===== src/rtl/uart_host_consts.svh =====
`ifndef UART_HOST_CONSTS_SVH
`define UART_HOST_CONSTS_SVH
// bus timing, in ns, and derived cycle counts at 50 MHz
`define CLK_PERIOD_NS 20
`define SETUP_NS 40
`define STROBE_NS 100
`define HOLD_NS 40
`define SETUP_CYC (((`SETUP_NS) + (`CLK_PERIOD_NS) - 1) / (`CLK_PERIOD_NS))
`define STROBE_CYC (((`STROBE_NS) + (`CLK_PERIOD_NS) - 1) / (`CLK_PERIOD_NS))
`define HOLD_CYC (((`HOLD_NS) + (`CLK_PERIOD_NS) - 1) / (`CLK_PERIOD_NS))
`define CNT_W 4
// modem control register
`define MODEM_CTRL_ADDR 3'h4
`define MCR_INT_ENABLE_BIT 3
`define MCR_INFRARED_BIT 6
`define MCR_RESET_VAL 8'h00
`endif


===== src/rtl/uart_host_pkg.sv =====
package uart_host_pkg;
  typedef enum logic [1:0] {BUS_STYLE_DIR, BUS_STYLE_STROBE} bus_style_t;
  typedef enum {ST_IDLE, ST_SETUP, ST_STROBE, ST_HOLD} host_state_t;
endpackage


===== src/rtl/uart_host_bus_port.sv =====
`timescale 1ns/1ps
`default_nettype none
`include "uart_host_consts.svh"
module uart_host_bus_port (
  input wire logic ref_clk,
  input wire logic rst_n,
  input wire uart_host_pkg::bus_style_t bus_style,
  input wire logic req_valid,
  input wire logic req_write,
  input wire logic [2:0] req_addr,
  input wire logic [7:0] req_wdata,
  output logic req_ready,
  output logic rsp_valid,
  output logic [7:0] rsp_rdata,
  output logic bus_style_pin,
  output logic chip_select_n,
  output logic read_strobe_n,
  output logic write_strobe_n,
  output logic [2:0] register_address,
  output logic [7:0] data_out,
  output logic data_oe,
  input wire logic [7:0] data_in,
  input wire logic irq_in,
  output logic irq_asserted,
  output logic infrared_mode,
  output logic tx_idle_level
);
  import uart_host_pkg::*;

  host_state_t state_reg;
  logic [`CNT_W-1:0] cnt_reg;
  logic write_reg;
  logic [2:0] addr_reg;
  logic [7:0] wdata_reg;
  logic [7:0] mcr_shadow_reg;
  logic [7:0] data_sync;
  logic irq_sync;
  logic strobe_mode;

  assign strobe_mode = (bus_style == BUS_STYLE_STROBE);

  pin_sync #(.WIDTH(8)) u_data_sync (
    .ref_clk(ref_clk),
    .rst_n(rst_n),
    .async_in(data_in),
    .sync_out(data_sync)
  );

  pin_sync #(.WIDTH(1)) u_irq_sync (
    .ref_clk(ref_clk),
    .rst_n(rst_n),
    .async_in(irq_in),
    .sync_out(irq_sync)
  );

  function automatic logic [`CNT_W-1:0] cyc(input int n);
    cyc = n[`CNT_W-1:0] - 1'b1;
  endfunction

  // ----------------------------------------------------------
  // access sequencer
  // ----------------------------------------------------------
  assign req_ready = (state_reg == ST_IDLE);

  always_ff @(posedge ref_clk)
  begin
    if (!rst_n)
    begin
      state_reg <= ST_IDLE;
      cnt_reg <= '0;
    end
    else
    begin
      unique case (state_reg)
        ST_IDLE:
        begin
          if (req_valid)
          begin
            state_reg <= ST_SETUP;
            cnt_reg <= cyc(`SETUP_CYC);
          end
        end
        ST_SETUP:
        begin
          if (cnt_reg == '0)
          begin
            state_reg <= ST_STROBE;
            cnt_reg <= cyc(`STROBE_CYC);
          end
          else
            cnt_reg <= cnt_reg - 1'b1;
        end
        ST_STROBE:
        begin
          if (cnt_reg == '0)
          begin
            state_reg <= ST_HOLD;
            cnt_reg <= cyc(`HOLD_CYC);
          end
          else
            cnt_reg <= cnt_reg - 1'b1;
        end
        ST_HOLD:
        begin
          if (cnt_reg == '0)
            state_reg <= ST_IDLE;
          else
            cnt_reg <= cnt_reg - 1'b1;
        end
      endcase
    end
  end

  // ----------------------------------------------------------
  // request capture
  // ----------------------------------------------------------
  always_ff @(posedge ref_clk)
  begin
    if (!rst_n)
    begin
      write_reg <= 1'b0;
      addr_reg <= 3'h0;
      wdata_reg <= 8'h00;
    end
    else if (req_valid && req_ready)
    begin
      write_reg <= req_write;
      addr_reg <= req_addr;
      wdata_reg <= req_wdata;
    end
  end

  // ----------------------------------------------------------
  // pin drive
  // ----------------------------------------------------------
  always_ff @(posedge ref_clk)
  begin
    if (!rst_n)
    begin
      chip_select_n <= 1'b1;
      read_strobe_n <= 1'b1;
      write_strobe_n <= 1'b1;
      register_address <= 3'h0;
      data_out <= 8'h00;
      data_oe <= 1'b0;
      bus_style_pin <= 1'b1;
    end
    else
    begin
      bus_style_pin <= strobe_mode;
      // select held over setup, strobe and hold
      chip_select_n <= !(state_reg != ST_IDLE || req_valid)
        || (state_reg == ST_HOLD && cnt_reg == '0);
      if (req_valid && req_ready)
        register_address <= req_addr;
      if (strobe_mode)
      begin
        // strobes low one cycle behind the strobe phase, through the first hold cycle
        read_strobe_n <= !(state_reg == ST_STROBE && !write_reg);
        write_strobe_n <= !(state_reg == ST_STROBE && write_reg);
      end
      else
      begin
        read_strobe_n <= 1'b1;
        // direction line: high reads, low writes
        // it moves together with select, so a write is never seen as
        // a read for a cycle and the device never drives against us
        if (state_reg == ST_IDLE)
          write_strobe_n <= !(req_valid && req_write);
        else if (state_reg == ST_HOLD && cnt_reg == '0)
          write_strobe_n <= 1'b1;
        else
          write_strobe_n <= !write_reg;
      end
      // host drives data only for writes
      data_oe <= (state_reg != ST_IDLE) && write_reg
        && !(state_reg == ST_HOLD && cnt_reg == '0);
      data_out <= wdata_reg;
    end
  end

  // ----------------------------------------------------------
  // read return and control shadow
  // ----------------------------------------------------------
  always_ff @(posedge ref_clk)
  begin
    if (!rst_n)
    begin
      rsp_valid <= 1'b0;
      rsp_rdata <= 8'h00;
    end
    else
    begin
      // sample at the last strobe cycle, before the rising edge
      rsp_valid <= (state_reg == ST_STROBE) && (cnt_reg == '0)
        && !write_reg;
      if ((state_reg == ST_STROBE) && (cnt_reg == '0) && !write_reg)
        rsp_rdata <= data_sync;
    end
  end

  always_ff @(posedge ref_clk)
  begin
    if (!rst_n)
      mcr_shadow_reg <= `MCR_RESET_VAL;
    else if (state_reg == ST_STROBE && cnt_reg == '0 && write_reg
      && addr_reg == `MODEM_CTRL_ADDR)
      mcr_shadow_reg <= wdata_reg;
  end

  // ----------------------------------------------------------
  // interrupt and transmit idle interpretation
  // ----------------------------------------------------------
  always_ff @(posedge ref_clk)
  begin
    if (!rst_n)
    begin
      irq_asserted <= 1'b0;
      infrared_mode <= 1'b0;
      tx_idle_level <= 1'b1;
    end
    else
    begin
      if (strobe_mode)
        // active high, only when driven
        irq_asserted <= irq_sync
          && mcr_shadow_reg[`MCR_INT_ENABLE_BIT];
      else
        irq_asserted <= !irq_sync; // open drain, low active
      infrared_mode <= mcr_shadow_reg[`MCR_INFRARED_BIT];
      tx_idle_level <= !mcr_shadow_reg[`MCR_INFRARED_BIT];
    end
  end

  // ----------------------------------------------------------
  // checks
  // ----------------------------------------------------------
  a_strobe_needs_cs: assert property (@(posedge ref_clk)
    disable iff (!rst_n)
    !read_strobe_n || !write_strobe_n |-> !chip_select_n)
    else $error("strobe low without chip select");
  a_dir_read_high: assert property (@(posedge ref_clk)
    disable iff (!rst_n)
    !$past(strobe_mode) && !strobe_mode |-> read_strobe_n)
    else $error("read strobe low in direction mode");
  a_no_dual_strobe: assert property (@(posedge ref_clk)
    disable iff (!rst_n)
    !(!read_strobe_n && !write_strobe_n))
    else $error("both strobes low");
  a_read_no_drive: assert property (@(posedge ref_clk)
    disable iff (!rst_n)
    !read_strobe_n |-> !data_oe)
    else $error("host drives data during read");
  a_write_strobe_len: assert property (@(posedge ref_clk)
    disable iff (!rst_n)
    $fell(write_strobe_n) && strobe_mode |-> !write_strobe_n [*5])
    else $error("write strobe too short");
  a_tx_idle_lvl: assert property (@(posedge ref_clk)
    disable iff (!rst_n)
    ##1 tx_idle_level == !$past(mcr_shadow_reg[`MCR_INFRARED_BIT]))
    else $error("tx idle level wrong");
  a_rsp_after_rd: assert property (@(posedge ref_clk)
    disable iff (!rst_n)
    rsp_valid |-> !$past(read_strobe_n) || !$past(strobe_mode))
    else $error("response without read");
  a_addr_stable: assert property (@(posedge ref_clk)
    disable iff (!rst_n)
    !chip_select_n && !$past(chip_select_n) |-> $stable(register_address))
    else $error("address moved during access");
endmodule
`default_nettype wire


===== src/rtl/pin_sync.sv =====
`timescale 1ns/1ps
`default_nettype none
module pin_sync #(
  parameter int WIDTH = 8
) (
  input wire logic ref_clk,
  input wire logic rst_n,
  input wire logic [WIDTH-1:0] async_in,
  output logic [WIDTH-1:0] sync_out
);
  logic [WIDTH-1:0] meta_reg;

  // first stage feeds only the second stage
  always_ff @(posedge ref_clk)
  begin
    if (!rst_n)
    begin
      meta_reg <= '0;
      sync_out <= '0;
    end
    else
    begin
      meta_reg <= async_in;
      sync_out <= meta_reg;
    end
  end
endmodule
`default_nettype wire


===== config.mk =====
export PLATFORM = sky130hd
export DESIGN_NAME = uart_host_bus_port
export DESIGN_NICKNAME = d
export VERILOG_FILES = /design/src/rtl/uart_host_pkg.sv /design/src/rtl/uart_host_bus_port.sv /design/src/rtl/pin_sync.sv
export VERILOG_INCLUDE_DIRS = /design/src /design/src/rtl
export SDC_FILE = /design/constraint.sdc
export NUM_CORES = 1
export LEC_CHECK = 0
export ABC_AREA = 1
export BUFFER_PORTS_ARGS = -buffer_cell sky130_fd_sc_hd__buf_2
export CORE_MARGIN = 2
export CORE_UTILIZATION = 35
export DETAILED_ROUTE_END_ITERATION = 7
export PLACE_DENSITY = 0.68
export SETUP_SLACK_MARGIN = 0.2
export SYNTH_ARGS = -nofsm -noshare
export SYNTH_HDL_FRONTEND = slang
export SYNTH_HIERARCHICAL = 1
export SYNTH_SLANG_ARGS = --single-unit

===== constraint.sdc =====
create_clock -name ref_clk -period 1.4 [get_ports ref_clk]
set_clock_uncertainty 0.2 [all_clocks]
set_input_delay 0.07 -clock ref_clk [delete_from_list [all_inputs] [get_ports ref_clk]]
set_output_delay 0.07 -clock ref_clk [all_outputs]
set_load 0.005 [all_outputs]

# Yosys cells after proc, flatten, opt, wreduce, memory -nomap -nowiden
# Index checks and enable logic that the tools add are counted.
dict set report word_totals {
  register_bits 98
  inputBits 26
  out_inout_bits 29
}
dict set report classes {
  eq_ne 12
  n_addsub 1
  n_mux 14
  reduce_logical 29
}
# operator n
set ops {}
lappend ops {{32-bit two-way mux} 4}
lappend ops {{32-bit one-hot mux with 4 select lines} 1}
lappend ops {{32-bit by 2-bit == test with 1-bit output, second input constant} 2}
lappend ops {{32-bit by 3-bit == test with 1-bit output, second input constant} 2}
lappend ops {{32-bit zero test} 2}
lappend ops {{32-bit by 1-bit == test with 1-bit output, second input constant} 1}
lappend ops {{32-bit nonzero test} 1}
lappend ops {{4-bit two-way mux} 4}
lappend ops {{4-bit one-hot mux with 4 select lines} 1}
lappend ops {{1-bit logical AND} 12}
lappend ops {{2-bit inequality test, second input constant} 5}
lappend ops {{1-bit zero test} 8}
lappend ops {{4-bit zero test} 1}
lappend ops {{1-bit two-way mux} 4}
lappend ops {{2-bit AND reduction} 2}
lappend ops {{4-bit AND reduction} 1}
lappend ops {{4-bit by 1-bit subtractor with 4-bit output, second input constant} 1}
lappend ops {{3-bit == test, second input constant} 1}
lappend ops {{2-bit by 1-bit == test with 1-bit output, second input constant} 1}
lappend ops {{1-bit logical OR} 2}

# Depth between registers and ports, before layout
# Gate-level depths: netlist (run 1).
dict set report depth {
  depth_word 5
  ltp_mapped 9
}

# Cells and area by module
# The synthesis (run 1) kept the hierarchy.
# module seq_area_each_um2 area_each_um2 cells_each n_inst
set by_module_without_submodules {}
lappend by_module_without_submodules {uart_host_bus_port 900.9 1775.5 226 1}
lappend by_module_without_submodules {{pin_sync at u_data_sync} 320.3 484.2 50 1}
lappend by_module_without_submodules {{pin_sync at u_irq_sync} 40.0 55.1 6 1}

# Least setup slack after synthesis (run 1)
# Ideal clock, no wire load.
dict set report synth_timing {
  kind {register to register}
  startpoint {register cnt_reg[0]}
  endpoint {register mcr_shadow_reg[6]}
  required_time_ns 1.082
  setup_slack_ns -0.090
  arrival_time_ns 1.172
  synth_period_minus_slack_ns 1.490
  setup_time_ns 0.118
  path_stages_with_launch 7
  cell_sequence {dfxtp_1 > inv_1 > ha_1 > nand3_4 > buf_6 > nor3_2 > a21oi_1}
}
dict set report synth_via {
  elab_chain_len 4
}
# item line
set synth_rtl {}
lappend synth_rtl {{start, declared} uart_host_bus_port.sv:31} ;# logic [`CNT_W-1:0] cnt_reg;
lappend synth_rtl {{start signal, assigned} uart_host_bus_port.sv:80} ;# cnt_reg <= cyc(`SETUP_CYC);
lappend synth_rtl {{start signal, assigned} uart_host_bus_port.sv:88} ;# cnt_reg <= cyc(`STROBE_CYC);
lappend synth_rtl {{start signal, assigned} uart_host_bus_port.sv:91} ;# cnt_reg <= cnt_reg - 1'b1;
lappend synth_rtl {{4-bit zero test} uart_host_bus_port.sv:206} ;# else if (state_reg == ST_STROBE && cnt_reg == '0 && write_reg
lappend synth_rtl {{1-bit logical AND (2 in a row)} uart_host_bus_port.sv:206}
lappend synth_rtl {{1-bit logical AND (no line)} -}
lappend synth_rtl {{end signal, assigned} uart_host_bus_port.sv:205} ;# mcr_shadow_reg <= `MCR_RESET_VAL;
lappend synth_rtl {{end signal, assigned} uart_host_bus_port.sv:208} ;# mcr_shadow_reg <= wdata_reg;
lappend synth_rtl {{end, declared} uart_host_bus_port.sv:35} ;# logic [7:0] mcr_shadow_reg;
# No other way between the ends.
# A chain may end at the register's enable or synchronous reset.

# Worst setup path in the final report (run 1)
dict set report layout_timing {
  startpoint {register state_reg[1]}
  endpoint {register state_reg[0]}
}
dict set report layout_via {
  elab_chain_len 3
}
# item line
set layout_rtl {}
lappend layout_rtl {{start, declared} uart_host_bus_port.sv:30} ;# host_state_t state_reg;
lappend layout_rtl {{start signal, assigned} uart_host_bus_port.sv:69} ;# state_reg <= ST_IDLE;
lappend layout_rtl {{start signal, assigned} uart_host_bus_port.sv:79} ;# state_reg <= ST_SETUP;
lappend layout_rtl {{start signal, assigned} uart_host_bus_port.sv:87} ;# state_reg <= ST_STROBE;
lappend layout_rtl {{32-bit by 1-bit == test with 1-bit output, or another cell as far along} uart_host_bus_port.sv:74} ;# unique case (state_reg)
lappend layout_rtl {{2-bit inequality test (no line)} -}
lappend layout_rtl {{4-bit AND reduction (no line)} -}
# Several ways; a longest one is shown, not always the timed one.

==> results of run 1 <==
==> worst paths after layout <==
check | startpoint | to | slack (ns) | cells past startpoint
worst min register to register | u_data_sync/meta_reg[6] | u_data_sync/sync_out[6] | 0.21 | 2
worst min-delay path | rst_n | register_address[2] | -0.17 | 3
worst max-delay path | state_reg[1] | state_reg[0] | -0.05 | 7
worst max register to register | state_reg[1] | state_reg[0] | -0.05 | 7
==> per-stage QoR <==
step	total power [mW]	setup WS [ns]	hold WS [ns]	std cells
after detailed placement	4.02	-0.0228	0.0540	414
final	6.17	-0.0545	-0.166	465
after global routing	6.60	-0.148	-0.139	465
after floorplan	3.54	0.109	-0.0380	282
after global placement	3.96	0.00985	0.0496	414
after CTS	5.79	-0.0266	-0.191	460
==> cell families (layout without fill, tap and decap cells) <==
| group | after synthesis | in the layout | synth area share |
|---|---|---|---|
| AND/OR/NAND/NOR | 128 | 128 | 0.250 |
| flip-flops | 63 | 63 | 0.545 |
| buffers and inverters | 56 | 162 | 0.113 |
| AO/OA/AOI/OAI | 30 | 30 | 0.0649 |
| adder cells (fa/ha/maj) | 5 | 5 | 0.0270 |
==> metal layers <==
layer / track usage / routed length, um / up-vias
met3: 0.0399 / 221 / 15
met5: 0 / 0 / -
met1: 0.174 / 2310 / 900
met4: 0.0938 / 140 / 0
met2: 0.251 / 2670 / 50
li1: - / - / 1064
==> final cells by class <==
cell class	count	share of cell area
Tap cell	77	0.0274
Inverter	46	0.0533
Sequential cell	63	0.361
Clock buffer	11	0.0462
Clock inverter	3	0.00497
Timing Repair Buffer	102	0.211
Multi-Input combinational cell	163	0.297
==> repair_timing <==
action	CTS	global route
buffers inserted	5	4
endpoints found under the hold margin	41	5
hold buffers	26	1
cloned	1	0
endpoints found under the setup margin	32	34
gates resized for setup	24	50
pin swaps	10	15
==> cell usage after synthesis (all sizes together) <==
| cell type | count |
|---|---|
| nand3b | 1 |
| nand4 | 3 |
| nor2 | 42 |
| o21ai | 20 |
| a21oi | 10 |
| nor3 | 10 |
| inv | 46 |
| nand3 | 10 |
| buf | 6 |
| nand2 | 62 |
| ha | 5 |
| dfxtp | 63 |
| clkbuf | 4 |
==> worst reg2reg max path, cell delays in order (launching register included) <==
cell and delay, ns:
dfxtp_4 0.37, ha_2 0.21, nor2_2 0.17, nand2_2 0.10
nand2_4 0.10, nand3_1 0.08, nand2_1 0.07, nor2_1 0.04
==> power by group through the flow <==
| stage | clock network, mW | registers, mW | logic, mW |
|---|---|---|---|
| after floorplan | 0 | 2.31 | 1.23 |
| after global placement | 0 | 2.30 | 1.66 |
| after detailed placement | 0 | 2.31 | 1.71 |
| after CTS | 1.48 | 2.29 | 2.02 |
| after global routing | 1.57 | 2.36 | 2.67 |
| final | 1.45 | 2.32 | 2.40 |
==> impl_metrics.tcl, run 1 <==
set metrics [dict create \
    ys_types 21 \
    avgRoutedWirePerCell_um 11.5 \
    failed_checks "negative hold slack, negative setup slack" \
    fillCellCount 549 \
    grt_setup_unrepaired "yes" \
    cts_tree "yes" \
    wl_mm 5.34 \
    grt_usage 0.151 \
    place_area_mm2 0.00279 \
    cts_made_buffers 9 \
    maxSlewHeadroom 0.837 \
    cp_max_fo 5 \
    gp_congestion 0.833 \
    area_growth_pct 52.2 \
    synth-seq-area-share 0.545 \
    switchingPower_mw 2.16 \
    fin_crit_sh 1.04 \
    grt_overflow 0 \
    p_int_mw 4.01 \
    cts_buffer_depth 2 \
    final_util 0.552 \
    viasPerCell 4.36 \
    drt-pass1-iter-count 4 \
    fin_setup_tns_ns -0.144 \
    cp_slowest_cell "dfxtp_4" \
    yosys_warnings 6 \
    synth_largest_area_cell "dfxtp_1" \
    synth_cells 282 \
    synth_top_area_share 0.545 \
    synth_seq_cells 63 \
    final_common_cell "dfxtp_1" \
    grt_pass1_vias 1984 \
    drive_gt1_frac 0.420 \
    grt_pass1_wl_mm 8.57 \
    powerDensity_mw_per_mm2 1750 \
    final_nets 416 \
    antenna_found_initial 0 \
    die_w_um 85.3 \
    initial_core_util 0.362 \
    insertion_delay_ns 0.34 \
    timing.fmax_mhz 688 \
    p_sw_frac 0.350 \
    setup_viol 7 \
    cp_num_buf_inv 0 \
    mostFrequentLayoutCells "dfxtp_1, buf_2, nand2_1" \
    cp-start-kind "flop" \
    synth_nets 313 \
    port_buffers 54 \
    postRouteAntennaNets 0 \
    pwr-share-seq 0.376 \
    critPathRequiredTime_ns 1.43 \
    combPwrFrac 0.390 \
    synthTopCellsByArea "dfxtp_1, nand2_1, inv_1" \
    path_clk_slew_ns 0.07 \
    num_antenna_cells 0 \
    max_stage_delay_ns 0.37 \
    io-pin-count 55 \
    drcViolationCount 0 \
    worst_pin_slew_ns 0.244 \
    fin_crit_ns 1.45 \
    crit_family "simple AND/OR/NAND/NOR gates" \
    seqCellArea_mm2 0.00127 \
    design_area_mm2 0.00352 \
    core_area_mm2 0.00639 \
    synthesis.area_mm2 0.00231 \
    outcome "finished, violations left" \
    hold_viol_final 6 \
    clock-root-buffer "clkbuf_8" \
    path_cells "ha_2, nor2_2, nand2_2, nand2_4, nand3_1, nand2_1, nor2_1" \
    drtIter0Drc 86 \
    cts_sinks 63 \
    vdd_drop_max_mv 0.751 \
    grt_start_max_net_pins 30 \
    fp-row-count 29 \
    fin_ws_ns -0.0545 \
    cts-htree-levels 3 \
    synth_area_per_cell_um2 8.21 \
    drv_slew 0 \
    die-area_mm2 0.00728 \
    hold_path.class "in -> reg" \
    arrival_ns 1.49 \
    die_y_um 85.3 \
    end_kind "flop" \
    p_clk_frac 0.234 \
    hpwl_mm 3.27 \
    vias 2029 \
    drv_cap 0 \
    fin_hold_ws_ns -0.166 \
    power.leakage_nw 1.79 \
    path_class "reg -> reg" \
    multiInputGateArea_mm2 0.00104 \
]
Power figures use the tool's default switching activity.
==> run 2, diff against run 1 <==
GPL_ROUTABILITY_DRIVEN = 0   (was unset)
SYNTH_HIERARCHICAL = unset   (was 1)
==> impl_metrics.tcl, run 2 <==
set metrics [dict create \
    groute.layer.met1.usage 0.176 \
    viasPerCell 4.36 \
    pwr-share-seq 0.367 \
    synth.most_common_cell "dfxtp_1" \
    hold-path-endpoint "register_address[0]" \
    r2r_start "state_reg[0]" \
    rr_endpoint "mcr_shadow_reg[3]" \
    cp-start-kind "flop" \
    fin_crit_sh 1.04 \
    design_area_mm2 0.00354 \
    synthesis.area_mm2 0.00224 \
    cts_sinks 63 \
    initial_core_util 0.356 \
    grt_start_max_net_pins 42 \
    synth_largest_area_cell "dfxtp_1" \
    ys_async_sr_fraction 0 \
    synth-seq-area-share 0.564 \
    drv_slew 0 \
    yosys_warnings 0 \
    failed_checks "negative hold slack, negative setup slack" \
    grt_pass1_wl_mm 8.39 \
    synth_seq_cells 63 \
    grt_use_met2 0.244 \
    r2r_cells 8 \
    die_y_um 83.9 \
    arrival_ns 1.50 \
    vdd_drop_max_mv 0.779 \
    synth-edff-count 0 \
    synth_nets 310 \
    avgRoutedWirePerCell_um 11.0 \
    grt_pass1_vias 1944 \
    cp_max_fo 4 \
    maxSlewHeadroom 0.795 \
    wl_mm 5.13 \
    path_clk_slew_ns 0.07 \
    grt_usage 0.152 \
    powerDensity_mw_per_mm2 1770 \
    die-area_mm2 0.00704 \
    core_area_mm2 0.00628 \
    p_int_mw 4.06 \
    antenna_found_initial 0 \
    hold_path.class "in -> reg" \
    synth_cells 279 \
    gr-max-usage-layer "met2" \
    switchingPower_mw 2.22 \
    final_nets 414 \
    synth_top_area_share 0.564 \
    preCtsSetupSlack_ns -0.0574 \
    postRouteAntennaNets 0 \
    hpwl_mm 3.24 \
    drv_cap 0 \
    drt-pass1-iter-count 4 \
    place_area_mm2 0.00272 \
    power.leakage_nw 1.82 \
    path_class "reg -> reg" \
    fin_crit_ns 1.46 \
    r2r_setup_slack_ns -0.06 \
    ys_types 23 \
    insertion_delay_ns 0.34 \
    cts_buffer_depth 2 \
    end_kind "flop" \
    grt_overflow 0 \
    fin_ws_ns -0.0563 \
    cts-htree-levels 3 \
    synth_area_per_cell_um2 8.01 \
    mostFrequentLayoutCells "dfxtp_1, buf_2, nand2_1" \
    fillCellCount 550 \
    min_from "req_valid" \
    hold_viol_final 2 \
    use_met3 0.0643 \
    clock-root-buffer "clkbuf_8" \
    crit_start "state_reg[0]" \
    final_common_cell "dfxtp_1" \
    fin_setup_tns_ns -0.318 \
    timing.fmax_mhz 687 \
    fp-row-count 29 \
    area_growth_pct 58.5 \
    worst_pin_slew_ns 0.308 \
    die_w_um 83.9 \
    cts_tree "yes" \
    drive_gt1_frac 0.392 \
    io-pin-count 55 \
    synthTopCellsByArea "dfxtp_1, nand2_1, nor2_1" \
    critPathRequiredTime_ns 1.44 \
    drtIter0Drc 71 \
    fin_hold_ws_ns -0.0212 \
    p_clk_frac 0.253 \
    synth_ff_type "dfxtp_1" \
    outcome "finished, violations left" \
    num_antenna_cells 0 \
    drcViolationCount 0 \
    p_sw_frac 0.354 \
    combPwrFrac 0.381 \
    grt_setup_unrepaired "yes" \
    setup_viol 14 \
    synthTopCellsByCount "dfxtp_1, nand2_1, nor2_1" \
    port_buffers 54 \
    seqCellArea_mm2 0.00127 \
    cts_made_buffers 9 \
    vias 2026 \
    multiInputGateArea_mm2 0.00103 \
    worstHoldPathCells 4 \
]
-- run 2: cell types whose count changed after synthesis, moves of 4 or more --
cell / before / now
nand2_2: 5 / 1
nor2_1: 39 / 48
o21ai_0: 20 / 16
nor3_1: 8 / 1
-- run 2: cell families after synthesis --
logic type      synth area share
simple gates               0.245
flops                      0.564
buf+inv                   0.0934
compound gates            0.0694
fa+ha+maj                 0.0280
-- run 2: power groups by stage --
| stage | Sequential, mW | Combinational [mW] | Clock (mW) |
|---|---|---|---|
| finish | 2.30 | 2.39 | 1.59 |
| floorplan | 2.31 | 1.11 | 0 |
| global placement | 2.29 | 1.60 | 0 |
| CTS | 2.27 | 2.18 | 1.63 |
| global route | 2.34 | 2.61 | 1.73 |
| detailed placement | 2.30 | 1.64 | 0 |
-- run 2: per-stage QoR --
step	utilization	instances	power, mW
2_1_floorplan	-	279	3.42
3_3_place_gp	0.433	412	3.90
3_5_place_dp	0.433	412	3.94
4_1_cts	0.542	464	6.08
5_1_grt	0.564	465	6.68
6_report	0.564	465	6.28
-- run 2: worst max path at each step --
stage,endpoint
global placement,rsp_rdata[0]
global route,rsp_rdata[1]
detailed placement,rsp_rdata[6]
floorplan,rsp_rdata[3]
CTS,rsp_rdata[7]
finish,mcr_shadow_reg[3]
-- run 2: critical path: stages, from the launching register on --
cell and delay, ns:
dfxtp_4 0.37, inv_4 0.07, ha_4 0.15, nand3_4 0.12, buf_12 0.17, nor2_4 0.10, nand2_1 0.06, nand2_1 0.06
nor2_1 0.05
-- run 2: timing repair --
item / in CTS / in global routing
gates cloned: 2 / 0
gates resized for setup: 36 / 34
pin swaps: 9 / 7
setup endpoints to repair: 34 / 37
hold buffers: 26 / 0
buffers inserted: 8 / 1
endpoints found under the hold margin: 31 / 0
-- run 2: per-layer routing --
layer / part of all wire / up-vias
met5: 0 / -
met1: 0.44 / 897
met3: 0.069 / 12
li1: - / 1057
met4: 0.025 / 0
met2: 0.47 / 60
-- run 2: cell type report --
| class | instances | area share |
|---|---|---|
| clock inverter | 7 | 0.0219 |
| inverter | 47 | 0.0561 |
| timing repair buffer | 98 | 0.208 |
| sequential | 63 | 0.359 |
| timing repair inverter | 1 | 0.00247 |
| tap | 77 | 0.0272 |
| multi-input combinational | 163 | 0.290 |
| clock buffer | 9 | 0.0350 |
==> run 3, diff against run 2 <==
CELL_PAD_IN_SITES_DETAIL_PLACEMENT = 1   (was unset)
CELL_PAD_IN_SITES_GLOBAL_PLACEMENT = 1   (was unset)
CORE_UTILIZATION = 34   (was 35)
PLACE_DENSITY = 0.84   (was 0.68)
==> impl_metrics.tcl, run 3 (synthesis gave the netlist of run 2 again) <==
set metrics [dict create \
    cp_max_fo 9 \
    path_clk_slew_ns 0.07 \
    arrival_ns 1.53 \
    port_buffers 54 \
    wl_met1_mm 2.77 \
    insertion_delay_ns 0.35 \
    wl_met2_mm 3.54 \
    r2r_setup_slack_ns -0.09 \
    fp-row-count 29 \
    outcome "finished, violations left" \
    critPathRequiredTime_ns 1.44 \
    hpwl_mm 3.83 \
    path_class "reg -> reg" \
    grt_pass1_wl_mm 10.7 \
    vdd_drop_max_mv 0.877 \
    io-pin-count 55 \
    wl_mm 6.76 \
    timing.fmax_mhz 673 \
    cp-start-kind "flop" \
    fin_crit_ns 1.49 \
    core_area_mm2 0.00635 \
    cts_sinks 63 \
    drcViolationCount 0 \
    p_clk_frac 0.245 \
    cp_slowest_cell "dfxtp_4" \
    drtIter0Drc 77 \
    hold_path.class "in -> reg" \
    drive_gt1_frac 0.388 \
    area_growth_pct 58.6 \
    viasPerCell 4.58 \
    drv_slew 0 \
    initial_core_util 0.352 \
    final_nets 418 \
    fin_crit_sh 1.06 \
    cts_buffer_depth 2 \
    fin_hold_ws_ns -0.166 \
    post-place-cells 414 \
    grt_overflow 0 \
    p_sw_frac 0.367 \
    pwr-share-seq 0.356 \
    grt_usage 0.193 \
    fin_setup_tns_ns -1.15 \
    power.leakage_nw 1.83 \
    die-area_mm2 0.00724 \
    clock-root-buffer "clkbuf_8" \
    die_y_um 85.1 \
    drv_cap 0 \
    drt-pass1-iter-count 4 \
    highest-signal-layer "met4" \
    powerDensity_mw_per_mm2 1830 \
    p_int_mw 4.11 \
    final_common_cell "dfxtp_1" \
    grt_pass1_vias 2248 \
    num_antenna_cells 0 \
    grt_start_max_net_pins 35 \
    r2r_cells 7 \
    rr_endpoint "rsp_rdata[4]" \
    fillCellCount 746 \
    antenna_found_initial 0 \
    cts_made_buffers 9 \
    avgRoutedWirePerCell_um 14.4 \
    switchingPower_mw 2.38 \
    die_w_um 85.1 \
    preCtsSetupSlack_ns -0.105 \
    end_kind "flop" \
    mostFrequentLayoutCells "dfxtp_1, buf_2, nand2_1" \
    min_from "bus_style[1]" \
    total_power_mw 6.49 \
    postRouteAntennaNets 0 \
    max_stage_delay_ns 0.37 \
    vias 2147 \
    r2r_start "state_reg[0]" \
    wl_met3_um 255 \
    maxSlewHeadroom 0.771 \
    failed_checks "negative hold slack, negative setup slack" \
    place_area_mm2 0.00274 \
    fin_cells 469 \
    worstHoldPathCells 3 \
    path_cells "inv_4, ha_4, nand3_4, nor2_8, inv_4, nor2_1, nor2_1" \
    setup_viol 27 \
    fin_ws_ns -0.0851 \
    seqCellArea_mm2 0.00127 \
    design_area_mm2 0.00355 \
    hold_viol_final 2 \
    combPwrFrac 0.399 \
    multiInputGateArea_mm2 0.00101 \
    cts_hold_buf 27 \
    cts_tree "yes" \
    cts-htree-levels 3 \
    hold-path-endpoint "read_strobe_n" \
    grt_setup_unrepaired "yes" \
    worst_pin_slew_ns 0.343 \
]
==> run 3: area by class of cell <==
class                      instances  area share
timing repair inverter             1     0.00141
clock inverter                     7      0.0205
inverter                          47      0.0568
clock buffer                       9      0.0349
multi-input combinational        162       0.284
timing repair buffer             103       0.216
tap                               77      0.0272
sequential                        63       0.360
==> run 3: critical path: cells and delay by family, from the launching register on <==
family / cells / cell delay [ns]
fa+ha+maj: 1 / 0.17
simple gates: 4 / 0.48
flops: 1 / 0.37
buf+inv: 2 / 0.16
==> run 3: metal layers <==
metal  vias to the layer above  global-route usage
met3                        16              0.0370
met5                         -                   0
li1                       1064                   -
met1                      1011               0.211
met2                        56               0.351
met4                         0               0.101
==> run 3: how the worst max path moves through the flow <==
stage,endpoint,slack (ns),from,depth (start not counted)
2_1_floorplan,rsp_rdata[3],0.07,state_reg[0],7
3_3_place_gp,rsp_rdata[0],-0.03,state_reg[0],7
3_5_place_dp,state_reg[1],-0.11,state_reg[0],8
4_1_cts,rsp_rdata[4],-0.07,state_reg[0],7
5_1_grt,rsp_rdata[0],-0.14,state_reg[0],7
6_report,rsp_rdata[4],-0.09,state_reg[0],7
==> run 3: metrics by stage <==
step | hold WS (ns) | utilization
floorplan | -0.0324 | -
global placement | 0.0497 | 0.431
detailed placement | 0.0556 | 0.431
CTS | 0.216 | 0.540
global route | -0.158 | 0.558
finish | -0.166 | 0.558
==> run 3: timing repair <==
| action | 4_1_cts | 5_1_grt |
|---|---|---|
| gates cloned | 1 | 0 |
| resized for setup | 46 | 25 |
| hold endpoints to repair | 27 | 1 |
| endpoints found under the setup margin | 34 | 35 |
| buffers inserted | 7 | 5 |
| pin swaps | 14 | 8 |
==> run 3: power groups by stage <==
stage | clock (mW) | sequential (mW) | combinational, mW
5_1_grt | 1.69 | 2.35 | 2.81
3_3_place_gp | 0 | 2.30 | 1.66
6_report | 1.59 | 2.31 | 2.59
4_1_cts | 1.62 | 2.30 | 2.27
3_5_place_dp | 0 | 2.32 | 1.73
2_1_floorplan | 0 | 2.31 | 1.11
